## src/hdl/tof_cfg_pkg.sv

```systemverilog
// constants and types shared by the emitter and trigger configuration block
package tof_cfg_pkg;
   // register addresses on the control port
   localparam logic [7:0] ADDR_FRAME_DELAY = 8'h26;
   localparam logic [7:0] ADDR_SINGLE_SHOT = 8'h27;
   localparam logic [7:0] ADDR_CURRENT_CODES = 8'h29;
   localparam logic [7:0] ADDR_CHANNEL_CTRL = 8'h2A;
   localparam logic [7:0] ADDR_UPPER_LIMIT = 8'h2B;
   localparam logic [7:0] ADDR_LOWER_LIMIT = 8'h2C;
   // values after reset
   localparam logic [23:0] RST_FRAME_DELAY = 24'h04000F;
   localparam logic [23:0] RST_SINGLE_SHOT = 24'h26AC18;
   localparam logic [23:0] RST_CURRENT_CODES = 24'h3F0FC3;
   localparam logic [23:0] RST_CHANNEL_CTRL = 24'h784920;
   localparam logic [15:0] RST_UPPER_LIMIT = 16'h6000;
   localparam logic [15:0] RST_LOWER_LIMIT = 16'h0800;
   // field positions
   localparam int FSD_LSB = 10;
   localparam int FSD_W = 14;
   localparam int FREEZE_LSB = 8;
   localparam int SAMPLES_LSB = 2;
   localparam int MODE_LSB = 0;
   localparam int CH0_LOW_LSB = 0;
   localparam int CH0_HIGH_LSB = 5;
   localparam int CH1_LOW_LSB = 10;
   localparam int CH1_HIGH_LSB = 15;
   localparam int CH2_LOW_UPPER_LSB = 20;
   localparam int CH2_LOW_LSB_BIT = 23;
   localparam int CH2_HIGH_LSB = 18;
   localparam int RSVD_CTRL_BIT = 17;
   localparam int FIXED_CURRENT_BIT = 16;
   localparam int AUTO_SWITCH_BIT = 15;
   localparam int ROT_PATTERN_LSB = 3;
   localparam int FIXED_EMITTER_LSB = 1;
   localparam int ROT_ENABLE_BIT = 0;
   // trigger modes
   localparam logic [1:0] MODE_CONTINUOUS = 2'h0;
   localparam logic [1:0] MODE_SINGLE = 2'h3;
   // timing: internal clock period and system clock period in ns
   localparam int unsigned DELAY_MULT = 64;
   localparam int unsigned DELAY_ADD = 2;
   localparam int unsigned T_INT_CLK_NS = 25;
   localparam int unsigned T_SYS_CLK_NS = 10;
   localparam logic [4:0] TICK_STEP = 5'h0A;
   localparam logic [4:0] TICK_WRAP = 5'h19;
   localparam logic [2:0] ROT_SLOTS = 3'h6;
   typedef enum logic [1:0] {ACQ_IDLE, ACQ_DELAY, ACQ_RUN, ACQ_FROZEN} acq_state_t;
endpackage

```

## src/hdl/frame_delay_timer.sv

```systemverilog
// down counter that pulses done a programmed number of cycles after start
module frame_delay_timer
   import tof_cfg_pkg::*;
(
   input wire logic sys_clk,
   input wire logic reset,
   input wire logic start,
   input wire logic [31:0] load_cycles,
   output logic done,
   output logic busy
);
   logic [31:0] cnt_r;

   // a load of zero still waits one cycle, so done is never lost
   always_ff @(posedge sys_clk) begin
      if (reset) begin
         cnt_r <= 32'h0;
         busy <= 1'b0;
         done <= 1'b0;
      end else if (start) begin
         cnt_r <= (load_cycles == 32'h0) ? 32'h1 : load_cycles;
         busy <= 1'b1;
         done <= 1'b0;
      end else if (busy) begin
         cnt_r <= cnt_r - 32'h1;
         done <= (cnt_r == 32'h1);
         busy <= (cnt_r != 32'h1);
      end else begin
         done <= 1'b0;
      end
   end

   timer_hold_a: assert property (@(posedge sys_clk) disable iff (reset)
      busy && !start && cnt_r > 32'h1 |=> !done && busy)
      else $error("delay timer finished early");
   timer_end_a: assert property (@(posedge sys_clk) disable iff (reset)
      busy && !start && cnt_r == 32'h1 |=> done && !busy)
      else $error("delay timer did not finish at the count");
endmodule

```

## src/hdl/current_level_ctrl.sv

```systemverilog
// chooses low or high drive current, fixed or by received amplitude
module current_level_ctrl
   import tof_cfg_pkg::*;
(
   input wire logic sys_clk,
   input wire logic reset,
   input wire logic auto_current_switch_enable,
   input wire logic fixed_current_select,
   input wire logic [15:0] amplitude,
   input wire logic amplitude_valid,
   input wire logic [15:0] amplitude_upper_limit,
   input wire logic [15:0] amplitude_lower_limit,
   output logic use_high_r
);
   // hysteresis between the two limits keeps the level from chattering
   always_ff @(posedge sys_clk) begin
      if (reset) begin
         use_high_r <= 1'b0;
      end else if (!auto_current_switch_enable) begin
         use_high_r <= fixed_current_select;
      end else if (amplitude_valid) begin
         if (use_high_r && amplitude > amplitude_upper_limit) begin
            use_high_r <= 1'b0;
         end else if (!use_high_r && amplitude < amplitude_lower_limit) begin
            use_high_r <= 1'b1;
         end
      end
   end

   fixed_level_a: assert property (@(posedge sys_clk) disable iff (reset)
      !auto_current_switch_enable |=> use_high_r == $past(fixed_current_select))
      else $error("fixed current select not followed");
   drop_to_low_a: assert property (@(posedge sys_clk) disable iff (reset)
      auto_current_switch_enable && amplitude_valid && use_high_r
      && amplitude > amplitude_upper_limit |=> !use_high_r)
      else $error("high current kept above upper limit");
   rise_to_high_a: assert property (@(posedge sys_clk) disable iff (reset)
      auto_current_switch_enable && amplitude_valid && !use_high_r
      && amplitude < amplitude_lower_limit |=> use_high_r)
      else $error("low current kept below lower limit");
   no_switch_a: assert property (@(posedge sys_clk) disable iff (reset)
      auto_current_switch_enable && !amplitude_valid |=> $stable(use_high_r))
      else $error("current level moved without an amplitude");
endmodule

```

## src/hdl/emitter_trigger_cfg.sv

```systemverilog
// configuration registers, single-shot sequencing and emitter selection
// Functional notes
// - strobe waits (64*delay+2) ticks of 25 ns
// - single-shot freezes at programmed tick count
// - each trigger captures programmed sample count
// - mode 0 continuous, mode 3 single-shot
// - channel 0 low/high codes, bits 4:0, 9:5
// - channel 1 low/high codes, bits 14:10, 19:15
// - channel 2 low code split over two registers
// - channel 2 high code in bits 22:18
// - fixed select picks low or high code
// - auto switching enable follows amplitude
// - rotation pattern, six slots, resets 924h
// - rotation applies least significant slot first
// - fixed emitter select when rotation off
// - rotation enable chooses pattern or fixed select
// - high current drops low above upper limit
// - low current rises high below lower limit
module emitter_trigger_cfg
   import tof_cfg_pkg::*;
(
   input wire logic sys_clk,
   input wire logic reset,
   input wire logic [7:0] reg_addr,
   input wire logic reg_wr,
   input wire logic reg_rd,
   input wire logic [23:0] reg_wdata,
   output logic [23:0] reg_rdata_r,
   output logic reg_rvalid_r,
   input wire logic single_shot_trigger,
   input wire logic frame_end,
   input wire logic [15:0] amplitude,
   input wire logic amplitude_valid,
   output logic frame_start_strobe_r,
   output logic frozen_r,
   output logic acq_busy_r,
   output logic [1:0] emitter_select_r,
   output logic drive_high_r,
   output logic [4:0] drive_current_code_r
);
   logic [23:0] frame_delay_cfg_r;
   logic [23:0] single_shot_cfg_r;
   logic [23:0] current_codes_r;
   logic [23:0] channel_ctrl_r;
   logic [15:0] upper_limit_r;
   logic [15:0] lower_limit_r;

   // register writes; every field is plain read/write storage
   always_ff @(posedge sys_clk) begin
      if (reset) begin
         frame_delay_cfg_r <= RST_FRAME_DELAY;
         single_shot_cfg_r <= RST_SINGLE_SHOT;
         current_codes_r <= RST_CURRENT_CODES;
         channel_ctrl_r <= RST_CHANNEL_CTRL;
         upper_limit_r <= RST_UPPER_LIMIT;
         lower_limit_r <= RST_LOWER_LIMIT;
      end else if (reg_wr) begin
         unique case (reg_addr)
            ADDR_FRAME_DELAY: frame_delay_cfg_r <= reg_wdata; // kept as written
            ADDR_SINGLE_SHOT: single_shot_cfg_r <= reg_wdata;
            ADDR_CURRENT_CODES: current_codes_r <= reg_wdata;
            ADDR_CHANNEL_CTRL: channel_ctrl_r <= reg_wdata; // kept as written
            ADDR_UPPER_LIMIT: upper_limit_r <= reg_wdata[15:0];
            ADDR_LOWER_LIMIT: lower_limit_r <= reg_wdata[15:0];
            default: ;
         endcase
      end
   end

   // registered read port; unmapped addresses read zero
   always_ff @(posedge sys_clk) begin
      if (reset) begin
         reg_rdata_r <= 24'h0;
         reg_rvalid_r <= 1'b0;
      end else begin
         reg_rvalid_r <= reg_rd;
         if (reg_rd) begin
            unique case (reg_addr)
               ADDR_FRAME_DELAY: reg_rdata_r <= frame_delay_cfg_r;
               ADDR_SINGLE_SHOT: reg_rdata_r <= single_shot_cfg_r;
               ADDR_CURRENT_CODES: reg_rdata_r <= current_codes_r;
               ADDR_CHANNEL_CTRL: reg_rdata_r <= channel_ctrl_r;
               ADDR_UPPER_LIMIT: reg_rdata_r <= {8'h00, upper_limit_r};
               ADDR_LOWER_LIMIT: reg_rdata_r <= {8'h00, lower_limit_r};
               default: reg_rdata_r <= 24'h0;
            endcase
         end
      end
   end

   // field views
   logic [FSD_W-1:0] frame_start_delay;
   logic [15:0] single_shot_freeze_count;
   logic [5:0] single_shot_sample_count;
   logic [1:0] trigger_mode;
   logic fixed_current_select;
   logic auto_current_switch_enable;
   logic [11:0] emitter_rotation_pattern;
   logic [1:0] fixed_emitter_select;
   logic rotation_enable;
   assign frame_start_delay = frame_delay_cfg_r[FSD_LSB +: FSD_W];
   assign single_shot_freeze_count = single_shot_cfg_r[FREEZE_LSB +: 16];
   assign single_shot_sample_count = single_shot_cfg_r[SAMPLES_LSB +: 6];
   assign trigger_mode = single_shot_cfg_r[MODE_LSB +: 2];
   assign fixed_current_select = channel_ctrl_r[FIXED_CURRENT_BIT];
   assign auto_current_switch_enable = channel_ctrl_r[AUTO_SWITCH_BIT];
   assign emitter_rotation_pattern = channel_ctrl_r[ROT_PATTERN_LSB +: 12];
   assign fixed_emitter_select = channel_ctrl_r[FIXED_EMITTER_LSB +: 2];
   assign rotation_enable = channel_ctrl_r[ROT_ENABLE_BIT];

   // per-channel current codes; channel 2 low code straddles two registers
   logic [4:0] low_code [3];
   logic [4:0] high_code [3];
   assign low_code[0] = current_codes_r[CH0_LOW_LSB +: 5];
   assign high_code[0] = current_codes_r[CH0_HIGH_LSB +: 5];
   assign low_code[1] = current_codes_r[CH1_LOW_LSB +: 5];
   assign high_code[1] = current_codes_r[CH1_HIGH_LSB +: 5];
   assign low_code[2] = {current_codes_r[CH2_LOW_UPPER_LSB +: 4],
                         channel_ctrl_r[CH2_LOW_LSB_BIT]};
   assign high_code[2] = channel_ctrl_r[CH2_HIGH_LSB +: 5];

   // rotation slots, slot 0 is the least significant pair
   logic [1:0] slot_code [6];
   genvar g;
   generate
      for (g = 0; g < 6; g++) begin : g_slot
         assign slot_code[g] = emitter_rotation_pattern[2*g +: 2];
      end
   endgenerate

   // delay from trigger to frame start, rounded up to whole system cycles
   logic [31:0] delay_ns;
   logic [31:0] delay_cycles;
   assign delay_ns = (DELAY_MULT * {18'h0, frame_start_delay} + DELAY_ADD) * T_INT_CLK_NS;
   assign delay_cycles = (delay_ns + T_SYS_CLK_NS - 1) / T_SYS_CLK_NS;

   acq_state_t state_r;
   acq_state_t state_nxt;
   logic timer_start;
   logic timer_done;
   logic timer_busy;
   logic strobe_nxt;
   logic [5:0] samples_r;
   logic [4:0] tick_acc_r;
   logic tick_r;
   logic [15:0] int_clk_cnt_r;
   logic use_high;

   frame_delay_timer u_delay (
      .sys_clk(sys_clk),
      .reset(reset),
      .start(timer_start),
      .load_cycles(delay_cycles),
      .done(timer_done),
      .busy(timer_busy)
   );

   current_level_ctrl u_level (
      .sys_clk(sys_clk),
      .reset(reset),
      .auto_current_switch_enable(auto_current_switch_enable),
      .fixed_current_select(fixed_current_select),
      .amplitude(amplitude),
      .amplitude_valid(amplitude_valid),
      .amplitude_upper_limit(upper_limit_r),
      .amplitude_lower_limit(lower_limit_r),
      .use_high_r(use_high)
   );

   // 25 ns internal clock derived from the 10 ns clock by a fractional step
   always_ff @(posedge sys_clk) begin
      if (reset) begin
         tick_acc_r <= 5'h00;
         tick_r <= 1'b0;
      end else if (tick_acc_r + TICK_STEP >= TICK_WRAP) begin
         tick_acc_r <= tick_acc_r + TICK_STEP - TICK_WRAP;
         tick_r <= 1'b1;
      end else begin
         tick_acc_r <= tick_acc_r + TICK_STEP;
         tick_r <= 1'b0;
      end
   end

   logic freeze_hit;
   assign freeze_hit = (int_clk_cnt_r == single_shot_freeze_count);

   // acquisition sequencing; invalid modes park the sequencer in idle
   always_comb begin
      state_nxt = state_r;
      timer_start = 1'b0;
      strobe_nxt = 1'b0;
      unique case (state_r)
         ACQ_IDLE, ACQ_FROZEN: begin
            if (trigger_mode == MODE_CONTINUOUS) begin
               state_nxt = ACQ_RUN;
               strobe_nxt = 1'b1;
            end else if (trigger_mode == MODE_SINGLE && single_shot_trigger) begin
               state_nxt = ACQ_DELAY;
               timer_start = 1'b1;
            end else if (trigger_mode != MODE_SINGLE) begin
               state_nxt = ACQ_IDLE;
            end
         end
         ACQ_DELAY: begin
            if (trigger_mode != MODE_SINGLE) begin
               state_nxt = ACQ_IDLE;
            end else if (freeze_hit) begin
               state_nxt = ACQ_FROZEN;
            end else if (timer_done) begin
               state_nxt = ACQ_RUN;
               strobe_nxt = 1'b1;
            end
         end
         ACQ_RUN: begin
            if (trigger_mode == MODE_CONTINUOUS) begin
               strobe_nxt = frame_end;
            end else if (trigger_mode != MODE_SINGLE) begin
               state_nxt = ACQ_IDLE;
            end else if (freeze_hit) begin
               state_nxt = ACQ_FROZEN;
            end else if (frame_end) begin
               if (samples_r + 6'h01 >= single_shot_sample_count) begin
                  state_nxt = ACQ_IDLE;
               end else begin
                  strobe_nxt = 1'b1;
               end
            end
         end
      endcase
   end

   // state, strobe and sample progress
   always_ff @(posedge sys_clk) begin
      if (reset) begin
         state_r <= ACQ_IDLE;
         frame_start_strobe_r <= 1'b0;
         frozen_r <= 1'b0;
         acq_busy_r <= 1'b0;
         samples_r <= 6'h00;
      end else begin
         state_r <= state_nxt;
         frame_start_strobe_r <= strobe_nxt;
         frozen_r <= (state_nxt == ACQ_FROZEN);
         acq_busy_r <= (state_nxt == ACQ_DELAY) || (state_nxt == ACQ_RUN);
         if (timer_start) begin
            samples_r <= 6'h00;
         end else if (state_r == ACQ_RUN && frame_end) begin
            samples_r <= samples_r + 6'h01;
         end
      end
   end

   // internal clock count since the single-shot trigger
   always_ff @(posedge sys_clk) begin
      if (reset) begin
         int_clk_cnt_r <= 16'h0000;
      end else if (timer_start) begin
         int_clk_cnt_r <= 16'h0000;
      end else if (tick_r && (state_r == ACQ_DELAY || state_r == ACQ_RUN)) begin
         int_clk_cnt_r <= int_clk_cnt_r + 16'h0001;
      end
   end

   // emitter choice: rotation steps once per frame, else fixed select
   logic [2:0] slot_r;
   always_ff @(posedge sys_clk) begin
      if (reset) begin
         slot_r <= 3'h0;
         emitter_select_r <= 2'h0;
      end else if (!rotation_enable) begin
         slot_r <= 3'h0;
         emitter_select_r <= fixed_emitter_select;
      end else if (strobe_nxt) begin
         emitter_select_r <= slot_code[slot_r];
         slot_r <= (slot_r == ROT_SLOTS - 3'h1) ? 3'h0 : slot_r + 3'h1;
      end
   end

   // drive code follows the chosen channel and current level; code 3 reads 0
   always_ff @(posedge sys_clk) begin
      if (reset) begin
         drive_high_r <= 1'b0;
         drive_current_code_r <= 5'h00;
      end else begin
         drive_high_r <= use_high;
         if (emitter_select_r == 2'h3) begin
            drive_current_code_r <= 5'h00;
         end else begin
            drive_current_code_r <= use_high ? high_code[emitter_select_r]
                                             : low_code[emitter_select_r];
         end
      end
   end

   single_wait_a: assert property (@(posedge sys_clk) disable iff (reset)
      state_r == ACQ_DELAY && !timer_done |=> !frame_start_strobe_r)
      else $error("frame start came before the delay ran out");
   delay_busy_a: assert property (@(posedge sys_clk) disable iff (reset)
      state_r == ACQ_DELAY && !timer_done |-> timer_busy)
      else $error("delay state without a running timer");
   freeze_stop_a: assert property (@(posedge sys_clk) disable iff (reset)
      trigger_mode == MODE_SINGLE && (state_r == ACQ_DELAY || state_r == ACQ_RUN) && freeze_hit
      |=> frozen_r && !acq_busy_r)
      else $error("single shot did not freeze at the count");
   sample_stop_a: assert property (@(posedge sys_clk) disable iff (reset)
      trigger_mode == MODE_SINGLE && state_r == ACQ_RUN && !freeze_hit && frame_end
      && samples_r + 6'h01 >= single_shot_sample_count |=> !frame_start_strobe_r)
      else $error("frame started past the sample count");
   mode_cont_a: assert property (@(posedge sys_clk) disable iff (reset)
      trigger_mode == MODE_CONTINUOUS && state_r == ACQ_RUN && frame_end
      |=> frame_start_strobe_r)
      else $error("continuous mode did not restart a frame");
   fixed_emit_a: assert property (@(posedge sys_clk) disable iff (reset)
      !rotation_enable |=> emitter_select_r == $past(fixed_emitter_select))
      else $error("fixed emitter select not followed");
   rot_order_a: assert property (@(posedge sys_clk) disable iff (reset)
      rotation_enable && strobe_nxt |=> emitter_select_r == $past(slot_code[slot_r]))
      else $error("rotation slot not applied");
   rot_wrap_a: assert property (@(posedge sys_clk) disable iff (reset)
      rotation_enable && strobe_nxt && slot_r == 3'h5 |=> slot_r == 3'h0)
      else $error("rotation did not wrap after six slots");
   code_pick_a: assert property (@(posedge sys_clk) disable iff (reset)
      emitter_select_r == 2'h0 && !use_high && $stable(emitter_select_r)
      |=> drive_current_code_r == $past(low_code[0]))
      else $error("channel 0 low code not driven");
endmodule

```

## config.mk

```make
export PLATFORM = sky130hd
export DESIGN_NAME = emitter_trigger_cfg
export DESIGN_NICKNAME = d
export VERILOG_FILES = /design/src/hdl/tof_cfg_pkg.sv /design/src/hdl/frame_delay_timer.sv /design/src/hdl/current_level_ctrl.sv /design/src/hdl/emitter_trigger_cfg.sv
export SDC_FILE = /design/constraint.sdc
export NUM_CORES = 1
export LEC_CHECK = 0
export BUFFER_PORTS_ARGS = -buffer_cell sky130_fd_sc_hd__buf_4
export CORE_MARGIN = 2
export CORE_UTILIZATION = 60
export DETAILED_ROUTE_END_ITERATION = 10
export PLACE_DENSITY = 0.79
export SLEW_MARGIN = 20
export SYNTH_ARGS = -nofsm -noshare
export SYNTH_HDL_FRONTEND = slang
export SYNTH_SLANG_ARGS = --single-unit
export TNS_END_PERCENT = 1
```

## constraint.sdc

```tcl
create_clock -name sys_clk -period 31.8 [get_ports sys_clk]
set_input_delay 1.59 -clock sys_clk [delete_from_list [all_inputs] [get_ports sys_clk]]
set_output_delay 1.59 -clock sys_clk [all_outputs]
set_load 0.05 [all_outputs]
```

# --- After elaboration in Yosys (flattened, before gate mapping) ---
# Index checks and enable logic that the tools add are counted.
totals:
  ff_bits: 232
  memories: 0
  ram_bits: 0
  wordCells: 141
  inputBits: 55
  latch_bits: 0
  out_inout_bits: 36
  rom_bits: 0
op_classes:
  shifts: 0
  multipliers: 1
  n_lt_le_gt_ge: 6
  mux: 50
  div: 1
  n_eq_ne: 22
  bitwise: 4
  reduce_logical: 24
  n_addsub: 9
ops:
  columns: ["operator", "count"]
  rows:
  - ["24-bit one-hot mux with 6 select lines", 1]
  - ["32-bit two-way mux", 3]
  - ["8-bit by 6-bit equality test with 1-bit output (second input constant)", 6]
  - ["32-bit by 4-bit divider with 32-bit output (second input constant)", 1]
  - ["32-bit by 1-bit equality test with 1-bit output (second input constant)", 1]
  - ["32-bit zero test", 1]
  - ["32-bit by 1-bit inequality test with 1-bit output (second input constant)", 1]
  - ["32-bit by 1-bit subtractor with 32-bit output (second input constant)", 1]
  - ["2-bit two-way mux", 15]
  - ["5-bit two-way mux", 6]
  - ["27-bit by 1-bit subtractor with 28-bit output (second input constant)", 1]
  - ["26-bit by 4-bit adder with 27-bit output (second input constant)", 1]
  - ["21-bit by 5-bit multiplier with 26-bit output (second input constant)", 1]
  - ["20-bit by 2-bit adder with 21-bit output (second input constant)", 1]
  - ["5-bit binary-select mux with 2-bit select", 2]
  - ["1-bit two-way mux", 19]
  - ["16-bit by 1-bit adder with 16-bit output (second input constant)", 1]
  - ["16-bit equality test", 1]
  - ["16-bit > comparator", 1]
  - ["16-bit < comparator", 1]
  - ["2-bit AND reduction", 7]
  - ["2-bit equality test (second input constant)", 6]
  - ["2-bit OR reduction", 4]
  - ["6-bit by 1-bit adder with 6-bit output (second input constant)", 1]
  - ["other kinds (25)", 34]

# --- Longest topological paths before layout ---
# Gate-level depths: netlist of the first run.
logic_depth:
  depth_word: 10
  depth_mapped: 56
  mapped_depth_nobuf: 50

# --- Modules after synthesis ---
# From an unflattened synthesis of the first run, not the netlist that was laid out.
hier_totals:
  cells_unflattened: 2248
  hier_area_um2: 17349.1
by_module_without_submodules:
  columns: ["mod", "area_per_inst_um2", "cells_per_inst", "instances"]
  rows:
  - ["emitter_trigger_cfg", 14396.3, 1870, 1]
  - ["frame_delay_timer", 2105.8, 263, 1]
  - ["current_level_ctrl", 847.1, 115, 1]

# --- Least setup slack after synthesis of the first run ---
# OpenSTA, ideal clock, no wires.
synth_path:
  path_kind: "register -> register"
  start: "register frame_delay_cfg_r[12]"
  end: "register u_delay.cnt_r[0]"
  period_less_slack_ns: 11.548
  stages_incl_launch_ff: 51
  setup_ns: 0.127
  t_required_ns: 31.673
  n_path_buf: 2
  arrival_time_ns: 11.421
  setup_slack_ns: 20.252
  cell_sequence: "dfxtp_1 > clkbuf_1 > clkinv_1 > ha_1 > xor2_1 > ha_1 > ha_1 > ha_1 > fa_1 > a21oi_1 > nand4b_1 > a211oi_2 > or4b_4 > o22ai_4 > nor2_2 > a221o_1 > or4_4 > a2111oi_4 > (+15 left out) > and2_1 > inv_1 > ha_1 > o21ai_0 > nand2_1 > o21ai_2 > inv_2 > ha_1 > or3_1 > a211oi_1 > o211a_1 > nand2_1 > nand2_1 > ha_1 > or4_1 > o31a_1 > and3b_1 > o32ai_1"
synth_between:
  elab_chain_len: 8
synth_rtl:
  columns: ["item", "line", "source"]
  rows:
  - ["start: declaration", "emitter_trigger_cfg.sv:41", "logic [23:0] frame_delay_cfg_r;"]
  - ["start signal: assignment", "emitter_trigger_cfg.sv:59", "ADDR_FRAME_DELAY: frame_delay_cfg_r <= reg_wdata;"]
  - ["20-bit by 2-bit adder with 21-bit output (*)", "emitter_trigger_cfg.sv:134", "assign delay_ns = (DELAY_MULT * {18'h0, frame_start_delay} + DELAY_ADD) * T_INT_CLK_NS;"]
  - ["21-bit by 5-bit multiplier with 26-bit output (*)", "emitter_trigger_cfg.sv:134", null]
  - ["26-bit by 4-bit adder with 27-bit output (*)", "emitter_trigger_cfg.sv:135", "assign delay_cycles = (delay_ns + T_SYS_CLK_NS - 1) / T_SYS_CLK_NS;"]
  - ["27-bit by 1-bit subtractor with 28-bit output (*)", "emitter_trigger_cfg.sv:135", null]
  - ["32-bit by 4-bit divider with 32-bit output (*)", "emitter_trigger_cfg.sv:135", null]
  - ["32-bit zero test", "frame_delay_timer.sv:21", "cnt_r <= (load_cycles == 32'h0) ? 32'h1 : load_cycles;"]
  - ["32-bit two-way mux (*)", "frame_delay_timer.sv:21", null]
  - ["32-bit two-way mux (*)", "frame_delay_timer.sv:20", "end else if (start) begin"]
  - ["end signal: assignment", "frame_delay_timer.sv:21", null]
  - ["end signal: assignment", "frame_delay_timer.sv:25", "cnt_r <= cnt_r - 32'h1;"]
  - ["end: declaration", "frame_delay_timer.sv:12", "logic [31:0] cnt_r;"]
# Mark *: on every way between the ends. The rest lies on a longest branch, timed or not.
# A chain may end at the register's enable or synchronous reset.

# --- Worst setup path after layout of the first run ---
# Ends and elaborated chain as after synthesis.

==> impl_metrics.toml, run 1 <==
[status]
status = "completed"

[clock_tree]
clockBufferDepth = 3
path_clk_slew_ns = 0.06
cts-buffers-inserted = 25
clk_latency_ns = 0.54
cts_resized = 0
cts_hold_buf = 0
postCtsSetupRepairBufs = 0
htree_levels = 1
cts_root_buffer = "clkbuf_16"
clock-sinks = 232
cts_tree = "built"

[final_layout]
layout_common_cells = "nand2_1 (350), dfxtp_1 (232), a21oi_1 (191)"
area_delta_synth_final_pct = 9.62
antennaDiodeCount = 0
instances_no_fill = 2518
finalNetCount = 2328
final_util = 0.673
drive_above_1_share = 0.102
final_common_cell = "nand2_1"

[synth]
synth_ff_type = "dfxtp_1"
yosysSeqAreaShare = 0.280
synthArstFlopShare = 0
ys_warn_count = 0
synth_edf_count = 0
syn-cell-area_um2 = 16600
synth_nets = 2318
syn_avg_cell_area_um2 = 7.73
synth_cells = 2148
ys_types = 111
synth-seq-cells = 232

[power]
leakagePower_nw = 7.09
p_total_uw = 777
irDropWorstVdd_uv = 40.3
power_density_nw_per_um2 = 42.7

[timing]
tightest_slew_ns = 1.10
min_period_ns = 13.87
clock-skew-final_ns = 0.0197
clock.fmax_mhz = 72.1
setup_tns_ns = 0
min_period_over_period = 0.436
slew_viol_final = 0
rsz0062_at_grt = "no"
finalHoldViolations = 0
slew_headroom = 0.257
setup_viol = 0

[placed_design]
dpl.hpwl_um = 35500
portBuffers = 90
place_inst = 2471
gp_congestion = 0.965

[detailed_routing]
routedWlPerCell_um = 19.4
via_per_inst = 6.53
drt_wl_total_um = 49000
drcViolationCount = 0
drtIter0Drc = 1603
first_pass_iters = 6
num_vias = 16500
antenna_left = 0

[die]
rows = 60
core_um2 = 27000
die_h_um = 170
dieWidth_um = 170
io_pins = 91
start_util = 0.614
dieArea_um2 = 29000

[global_route]
grt_pass1_wl_um = 79400
antenna_found_initial = 0
grt_usage = 0.332
grt_pass1_vias = 15600
grt_max_degree = 100
overflow = 0

[critical_path]
r2r_slack_ns = 17.93
crit_fanout = 11
reg2reg_from = "frame_delay_cfg_r[12]$_SDFFE_PP0P_"
criticalPathCategory = "reg -> reg"
cp.required_ns = 32.20
timing.rr.end = "u_delay.cnt_r[0]$_SDFFE_PP0P_"
cp-end-kind = "flop"
crit_top_cell = "ha_1"
crit_slowest_cell = "a21oi_1"
max_stage_delay_ns = 0.85
worstRegToRegCells = 48
start_kind = "flop"
arrival_ns = 14.27

[run]
cap_viol_max_count = 0

[worst_hold_path]
hold_start = "frame_delay_cfg_r[8]$_SDFFE_PP0P_"
hold_end = "frame_delay_cfg_r[8]$_SDFFE_PP0P_"
worstHoldPathCells = 2
hold_path_class = "reg -> reg"
-- cells in the mapped netlist (11+ instances only) --
library cell / count / area share
nor4_1: 16 / 0.0060
xor2_1: 37 / 0.020
ha_1: 106 / 0.080
inv_1: 66 / 0.015
a221oi_1: 21 / 0.011
and2_1: 14 / 0.0053
dfxtp_1: 232 / 0.28
a21o_1: 17 / 0.0077
a221o_1: 11 / 0.0066
buf_2: 14 / 0.0042
a31oi_1: 13 / 0.0049
nand3_1: 53 / 0.016
o31ai_1: 14 / 0.0063
xnor2_1: 56 / 0.030
clkbuf_1: 108 / 0.024
o211ai_1: 16 / 0.0072
a211oi_1: 45 / 0.020
nand2_1: 350 / 0.079
nand2b_1: 15 / 0.0057
a21oi_1: 191 / 0.058
o21ai_0: 67 / 0.020
o22ai_1: 39 / 0.015
nor2_1: 184 / 0.042
nand3b_1: 42 / 0.019
o2111ai_1: 11 / 0.0058
nor2b_1: 30 / 0.011
nand4_1: 28 / 0.011
nor3_1: 49 / 0.015
or3_1: 15 / 0.0057
and3_1: 13 / 0.0049
mux2i_1: 54 / 0.033
-- critical path: cells and delay by family (launching register included) --
kind,cells,cell delay (ns)
adder cells (fa/ha/maj),8,2.53
XOR/XNOR,1,0.22
AND/OR/NAND/NOR,16,4.70
buffers and inverters,3,0.57
flip-flops,1,0.53
AO/OA/AOI/OAI,20,5.18
-- logic make-up after synthesis --
family | count (synthesis) | share of synthesized area
simple gates | 868 | 0.251
compound gates | 583 | 0.243
flops | 232 | 0.280
buf+inv | 195 | 0.0463
fa+ha+maj | 115 | 0.0908
xor+xnor | 95 | 0.0510
mux | 60 | 0.0382
-- where the power goes --
group	internal (mW)	switching, mW
combinational	0.0665	0.106
clock	0.172	0.126
sequential	0.299	0.00746
-- flip-flops by register name, indices dropped and copies added (netlist names), 2 cells and up --
| signal | cells |
|---|---|
| u_delay.cnt_r | 32 |
| channel_ctrl_r | 24 |
| current_codes_r | 24 |
| frame_delay_cfg_r | 24 |
| reg_rdata_r | 24 |
| single_shot_cfg_r | 24 |
| int_clk_cnt_r | 16 |
| lower_limit_r | 16 |
| upper_limit_r | 16 |
| samples_r | 6 |
| drive_current_code_r | 5 |
| tick_acc_r | 5 |
| slot_r | 3 |
| emitter_select_r | 2 |
| state_r | 2 |
-- final cells by class --
type | instances | area (µm²)
Multi-Input combinational cell | 1721 | 11200
Clock buffer | 34 | 699
Clock inverter | 12 | 133
Timing Repair Buffer | 110 | 837
Tap cell | 341 | 427
Inverter | 68 | 255
Sequential cell | 232 | 4640
Fill cell | 2265 | 8830
-- worst max-delay path by stage --
stage                                        from                            end
3_5_place_dp   frame_delay_cfg_r[12]$_SDFFE_PP0P_  u_delay.cnt_r[0]$_SDFFE_PP0P_
4_1_cts        frame_delay_cfg_r[12]$_SDFFE_PP0P_  u_delay.cnt_r[0]$_SDFFE_PP0P_
5_1_grt        frame_delay_cfg_r[12]$_SDFFE_PP0P_  u_delay.cnt_r[0]$_SDFFE_PP0P_
2_1_floorplan  frame_delay_cfg_r[12]$_SDFFE_PP0P_  u_delay.cnt_r[0]$_SDFFE_PP0P_
6_report       frame_delay_cfg_r[12]$_SDFFE_PP0P_  u_delay.cnt_r[0]$_SDFFE_PP0P_
3_3_place_gp   frame_delay_cfg_r[12]$_SDFFE_PP0P_  u_delay.cnt_r[0]$_SDFFE_PP0P_
-- per-stage QoR --
stage | instance area [µm²] | hold WS [ns] | setup slack (ns)
final | 18200 | 0.465 | 17.93
after global routing | 18200 | 0.498 | 16.98
after CTS | 18200 | 0.465 | 18.20
after detailed placement | 17300 | 0.453 | 18.27
after global placement | 17300 | 0.441 | 18.67
after floorplan | 16600 | 0.436 | 20.25
-- per-layer routing --
layer / up-vias / wire length, µm / global-route usage
met5: - / 0 / 0
met4: 0 / 2190 / 0.140
li1: 7799 / - / -
met1: 7791 / 20500 / 0.432
met2: 717 / 22800 / 0.558
met3: 146 / 3380 / 0.0388
Note: power is estimated with default switching activity, not from simulation.
==> inputs of run 2 (changes only) <==
==> constraint.sdc (replaced) <==
create_clock -name sys_clk -period 14.55 [get_ports sys_clk]
set_input_delay 0.7275 -clock sys_clk [delete_from_list [all_inputs] [get_ports sys_clk]]
set_output_delay 0.7275 -clock sys_clk [all_outputs]
set_load 0.05 [all_outputs]
==> impl_metrics.toml, run 2 (synthesis gave the netlist of run 1 again) <==
[status]
status = "completed"

[timing]
setup_viol = 0
setup_tns_ns = 0
slew_headroom = 0.223
clock.fmax_mhz = 73.5
finalHoldViolations = 0
slew_viol_final = 0
rsz0062_at_grt = "no"
min_period_over_period = 0.935
min_period_ns = 13.61
clock-skew-final_ns = 0.0135
whs_ns = 0.459
tightest_slew_ns = 1.15

[global_route]
grt_max_degree = 100
grt_pass1_vias = 15600
grt_usage = 0.330
antenna_found_initial = 0
overflow = 0
grt_pass1_wl_um = 78800

[clock_tree]
cts_root_buffer = "clkbuf_16"
clk_latency_ns = 0.53
cts_hold_buf = 0
cts_tree = "built"
clock-sinks = 232
htree_levels = 1
path_clk_slew_ns = 0.07
cts-buffers-inserted = 24
clockBufferDepth = 3

[final_layout]
regMostFlops = "u_delay.cnt_r"
instances_no_fill = 2516
final_common_cell = "nand2_1"
antennaDiodeCount = 0
largest_reg_flops = 32
layout_common_cells = "nand2_1 (350), dfxtp_1 (232), a21oi_1 (190)"
area_delta_synth_final_pct = 9.96
finalNetCount = 2327
drive_above_1_share = 0.102

[critical_path]
cp-end-kind = "flop"
crit_top_cell = "ha_1"
arrival_ns = 14.00
reg2reg_from = "frame_delay_cfg_r[12]$_SDFFE_PP0P_"
crit_fanout = 12
cp.required_ns = 14.94
crit_end = "u_delay.cnt_r[0]$_SDFFE_PP0P_"
r2r_slack_ns = 0.94
max_stage_delay_ns = 0.65
cp.depth = 48
timing.critical_path.from = "frame_delay_cfg_r[12]$_SDFFE_PP0P_"
crit_family = "compound AO/OA/AOI/OAI gates"
crit_buf_inv = 3
start_kind = "flop"
criticalPathCategory = "reg -> reg"
timing.rr.end = "u_delay.cnt_r[0]$_SDFFE_PP0P_"
crit_slowest_cell = "nor4b_2"
worstRegToRegCells = 48

[detailed_routing]
num_vias = 16500
drtIter0Drc = 1835
via_per_inst = 6.55
drt_wl_total_um = 48600
antenna_left = 0
drcViolationCount = 0
first_pass_iters = 5
routedWlPerCell_um = 19.3

[die]
rows = 60
start_util = 0.614
core_um2 = 27000
dieWidth_um = 170
die_h_um = 170
dieArea_um2 = 29000
io_pins = 91

[worst_hold_path]
hold_path_class = "in -> reg"

[power]
irDropWorstVdd_uv = 101
leakagePower_nw = 7.12
power_density_nw_per_um2 = 94.8

[run]
cap_viol_max_count = 0

[placed_design]
dpl.hpwl_um = 35200
portBuffers = 90
place_inst = 2471
gp_congestion = 0.960
[run 2: cell count changes in the layout (fill, tap and decap cells not counted)]
cell,change
a21oi_2,+1
clkbuf_1,-2
clkbuf_16,-1
clkinv_8,+1
clkbuf_8,+4
clkinv_2,-2
bufinv_16,+2
a21oi_1,-1
clkinv_4,+1
inv_6,-2
clkinvlp_4,-2
inv_8,-1
[run 2: tightest hold or removal path, stage by stage]
cell	delay, ns
buf_4	0.11
nand2_1	0.05
nand3b_1	0.06
[run 2: metal layers]
layer / vias up / routed length, µm / global-route usage
li1: 7800 / - / -
met1: 7769 / 20500 / 0.429
met2: 766 / 22700 / 0.557
met3: 143 / 3180 / 0.0316
met4: 0 / 2240 / 0.143
met5: - / 0 / 0
[run 2: cell type report]
type / instances / area, µm²
Timing Repair Buffer: 110 / 837
Fill cell: 2229 / 8770
Clock inverter: 9 / 164
Multi-Input combinational cell: 1721 / 11200
Clock buffer: 35 / 722
Sequential cell: 232 / 4640
Inverter: 68 / 255
Tap cell: 341 / 427
[run 2: worst min path at each step]
stage	startpoint	to	slack (ns)	cells past startpoint
after floorplan	frame_delay_cfg_r[4]$_SDFFE_PP0P_	frame_delay_cfg_r[4]$_SDFFE_PP0P_	0.44	2
after global placement	frame_delay_cfg_r[8]$_SDFFE_PP0P_	frame_delay_cfg_r[8]$_SDFFE_PP0P_	0.44	2
after detailed placement	frame_delay_cfg_r[9]$_SDFFE_PP0P_	frame_delay_cfg_r[9]$_SDFFE_PP0P_	0.45	2
after CTS	reg_wdata[20]	channel_ctrl_r[20]$_SDFFE_PP1P_	0.45	3
after global routing	reg_wdata[20]	channel_ctrl_r[20]$_SDFFE_PP1P_	0.47	3
final	reg_wdata[20]	channel_ctrl_r[20]$_SDFFE_PP1P_	0.46	3
[run 2: timing repair]
action | 4_1_cts | 5_1_grt
hold endpoints to repair | 0 | 0
buffers inserted | 0 | 0
setup endpoints to repair | 0 | 2
resized for setup | 0 | 1
[run 2: through the flow]
step | total power [mW] | worst slack (ns) | instance area, µm² | utilization
final | 1.73 | 0.939 | 18300 | 0.675
after global routing | 1.80 | 0.161 | 18300 | 0.675
after global placement | 1.04 | 1.47 | 17300 | 0.642
after detailed placement | 1.05 | 1.15 | 17300 | 0.642
after CTS | 1.73 | 1.01 | 18200 | 0.675
after floorplan | 0.961 | 3.00 | 16600 | -
[run 2: power breakdown]
part | total [mW] | internal, mW | switching [mW]
sequential | 0.670 | 0.654 | 0.0161
clock | 0.679 | 0.416 | 0.263
combinational | 0.380 | 0.147 | 0.234
==> inputs of run 3 (changes only) <==
--- a/config.mk
+++ b/config.mk
@@ -8,8 +8,10 @@
 export BUFFER_PORTS_ARGS = -buffer_cell sky130_fd_sc_hd__buf_4
 export CORE_MARGIN = 2
 export CORE_UTILIZATION = 60
+export CTS_BUF_LIST = sky130_fd_sc_hd__clkbuf_4
 export DETAILED_ROUTE_END_ITERATION = 10
 export PLACE_DENSITY = 0.79
+export SKIP_LAST_GASP = 1
 export SLEW_MARGIN = 20
 export SYNTH_ARGS = -nofsm -noshare
 export SYNTH_HDL_FRONTEND = slang
==> impl_metrics.toml, run 3 (synthesis gave the netlist of run 1 again) <==
[timing]
setup_viol = 0
min_period_over_period = 0.934
min_period_ns = 13.60
setup_tns_ns = 0
slew_viol_final = 0
rsz0062_at_grt = "no"
tightest_slew_ns = 1.14
clock-skew-final_ns = 0.0457
clock.fmax_mhz = 73.6
finalHoldViolations = 0
slew_headroom = 0.235

[power]
p_sw_uw = 518
share_seq_of_total_power = 0.428
leakagePower_nw = 7.08
clockPowerShare = 0.330
irDropWorstVdd_uv = 64.4
switching_share = 0.330
p_total_mw = 1.57
comb_power_share = 0.242
intPower_mw = 1.05
power_density_nw_per_um2 = 86.9

[final_layout]
instances_no_fill = 2569
fin_area_um2 = 18000
regMostFlops = "u_delay.cnt_r"
nFillCells = 2332
ff_latch_area_um2 = 4640
area_delta_synth_final_pct = 8.64
multi_input_area_um2 = 11200
largest_reg_flops = 32
drive_above_1_share = 0.118
finalNetCount = 2362
layout_common_cells = "nand2_1 (350), dfxtp_1 (232), a21oi_1 (190)"
final_common_cell = "nand2_1"

[placed_design]
place_area_um2 = 17300
portBuffers = 90
dpl.hpwl_um = 35200
gp_congestion = 0.960
place_inst = 2471

[detailed_routing]
drtIter0Drc = 1811
first_pass_iters = 6
drcViolationCount = 0
via_per_inst = 6.44
num_vias = 16500
drt_wl_total_um = 48400
routedWlPerCell_um = 18.8
antenna_left = 0

[die]
die_h_um = 170
dieWidth_um = 170
io_pins = 91
rows = 60
core_um2 = 27000
start_util = 0.614
dieArea_um2 = 29000

[critical_path]
cp.required_ns = 15.12
worstRegToRegCells = 48
arrival_ns = 14.17
max_stage_delay_ns = 0.65
criticalPathCategory = "reg -> reg"
crit_fanout = 12
cp-end-kind = "flop"
start_kind = "flop"
crit_top_cell = "ha_1"
crit_slowest_cell = "nor4b_2"

[status]
status = "completed"

[clock_tree]
cts_root_buffer = "clkbuf_4"
clk_latency_ns = 0.71
clockBufferDepth = 3
postCtsSetupRepairBufs = 0
cts_hold_buf = 0
cts-buffers-inserted = 59
cts_tree = "built"
path_clk_slew_ns = 0.07
htree_levels = 2
cts_resized = 0
clock-sinks = 232

[global_route]
overflow = 0
grt_max_degree = 100
grt_pass1_vias = 15700
grt_pass1_wl_um = 78600
grt_usage = 0.329
antenna_found_initial = 1

[worst_hold_path]
hold_path_class = "in -> reg"
worstHoldPathCells = 3

[run]
cap_viol_max_count = 0
-- run 3: per-layer routing --
layer | vias to the layer above | global-route usage | share of wire
met4 | 0 | 0.149 | 0.044
li1 | 7895 | - | -
met5 | - | 0 | 0
met3 | 142 | 0.0405 | 0.070
met1 | 7752 | 0.426 | 0.42
met2 | 744 | 0.549 | 0.47
-- run 3: power by group through the flow --
stage,Clock (mW),Combinational (mW),Sequential [mW]
CTS,0.525,0.373,0.670
global placement,0,0.361,0.683
detailed placement,0,0.370,0.684
floorplan,0,0.257,0.703
finish,0.517,0.380,0.670
global route,0.559,0.411,0.672
-- run 3: critical path, delay by kind of cell, from the launching register on --
family	cells	cell delay (ns)
adder cells (fa/ha/maj)	8	2.52
AND/OR/NAND/NOR	15	4.61
buffers and inverters	3	0.56
flip-flops	1	0.54
XOR/XNOR	1	0.17
AO/OA/AOI/OAI	21	5.07
-- run 3: through the flow --
stage                      util  hold slack [ns]  worst slack [ns]
after floorplan               -            0.436              3.00
after global placement    0.642            0.441              1.47
after detailed placement  0.642            0.450              1.15
after CTS                 0.666            0.236              1.01
after global routing      0.667            0.256             0.160
final                     0.667            0.275             0.954
-- run 3: worst paths after layout --
check             slack [ns]                           endpoint                               start
setup / recovery        0.95      u_delay.cnt_r[0]$_SDFFE_PP0P_  frame_delay_cfg_r[12]$_SDFFE_PP0P_
hold / removal          0.27    channel_ctrl_r[20]$_SDFFE_PP1P_                       reg_wdata[20]
setup reg to reg        0.95      u_delay.cnt_r[0]$_SDFFE_PP0P_  frame_delay_cfg_r[12]$_SDFFE_PP0P_
hold reg to reg         0.46  frame_delay_cfg_r[9]$_SDFFE_PP0P_   frame_delay_cfg_r[9]$_SDFFE_PP0P_
-- run 3: final cells by class --
cell class / count / area share
Antenna cell: 1 / 0.000139
Clock buffer: 79 / 0.0329
Clock inverter: 17 / 0.00389
Inverter: 68 / 0.0142
Multi-Input combinational cell: 1721 / 0.621
Sequential cell: 232 / 0.258
Tap cell: 341 / 0.0237
Timing Repair Buffer: 110 / 0.0464
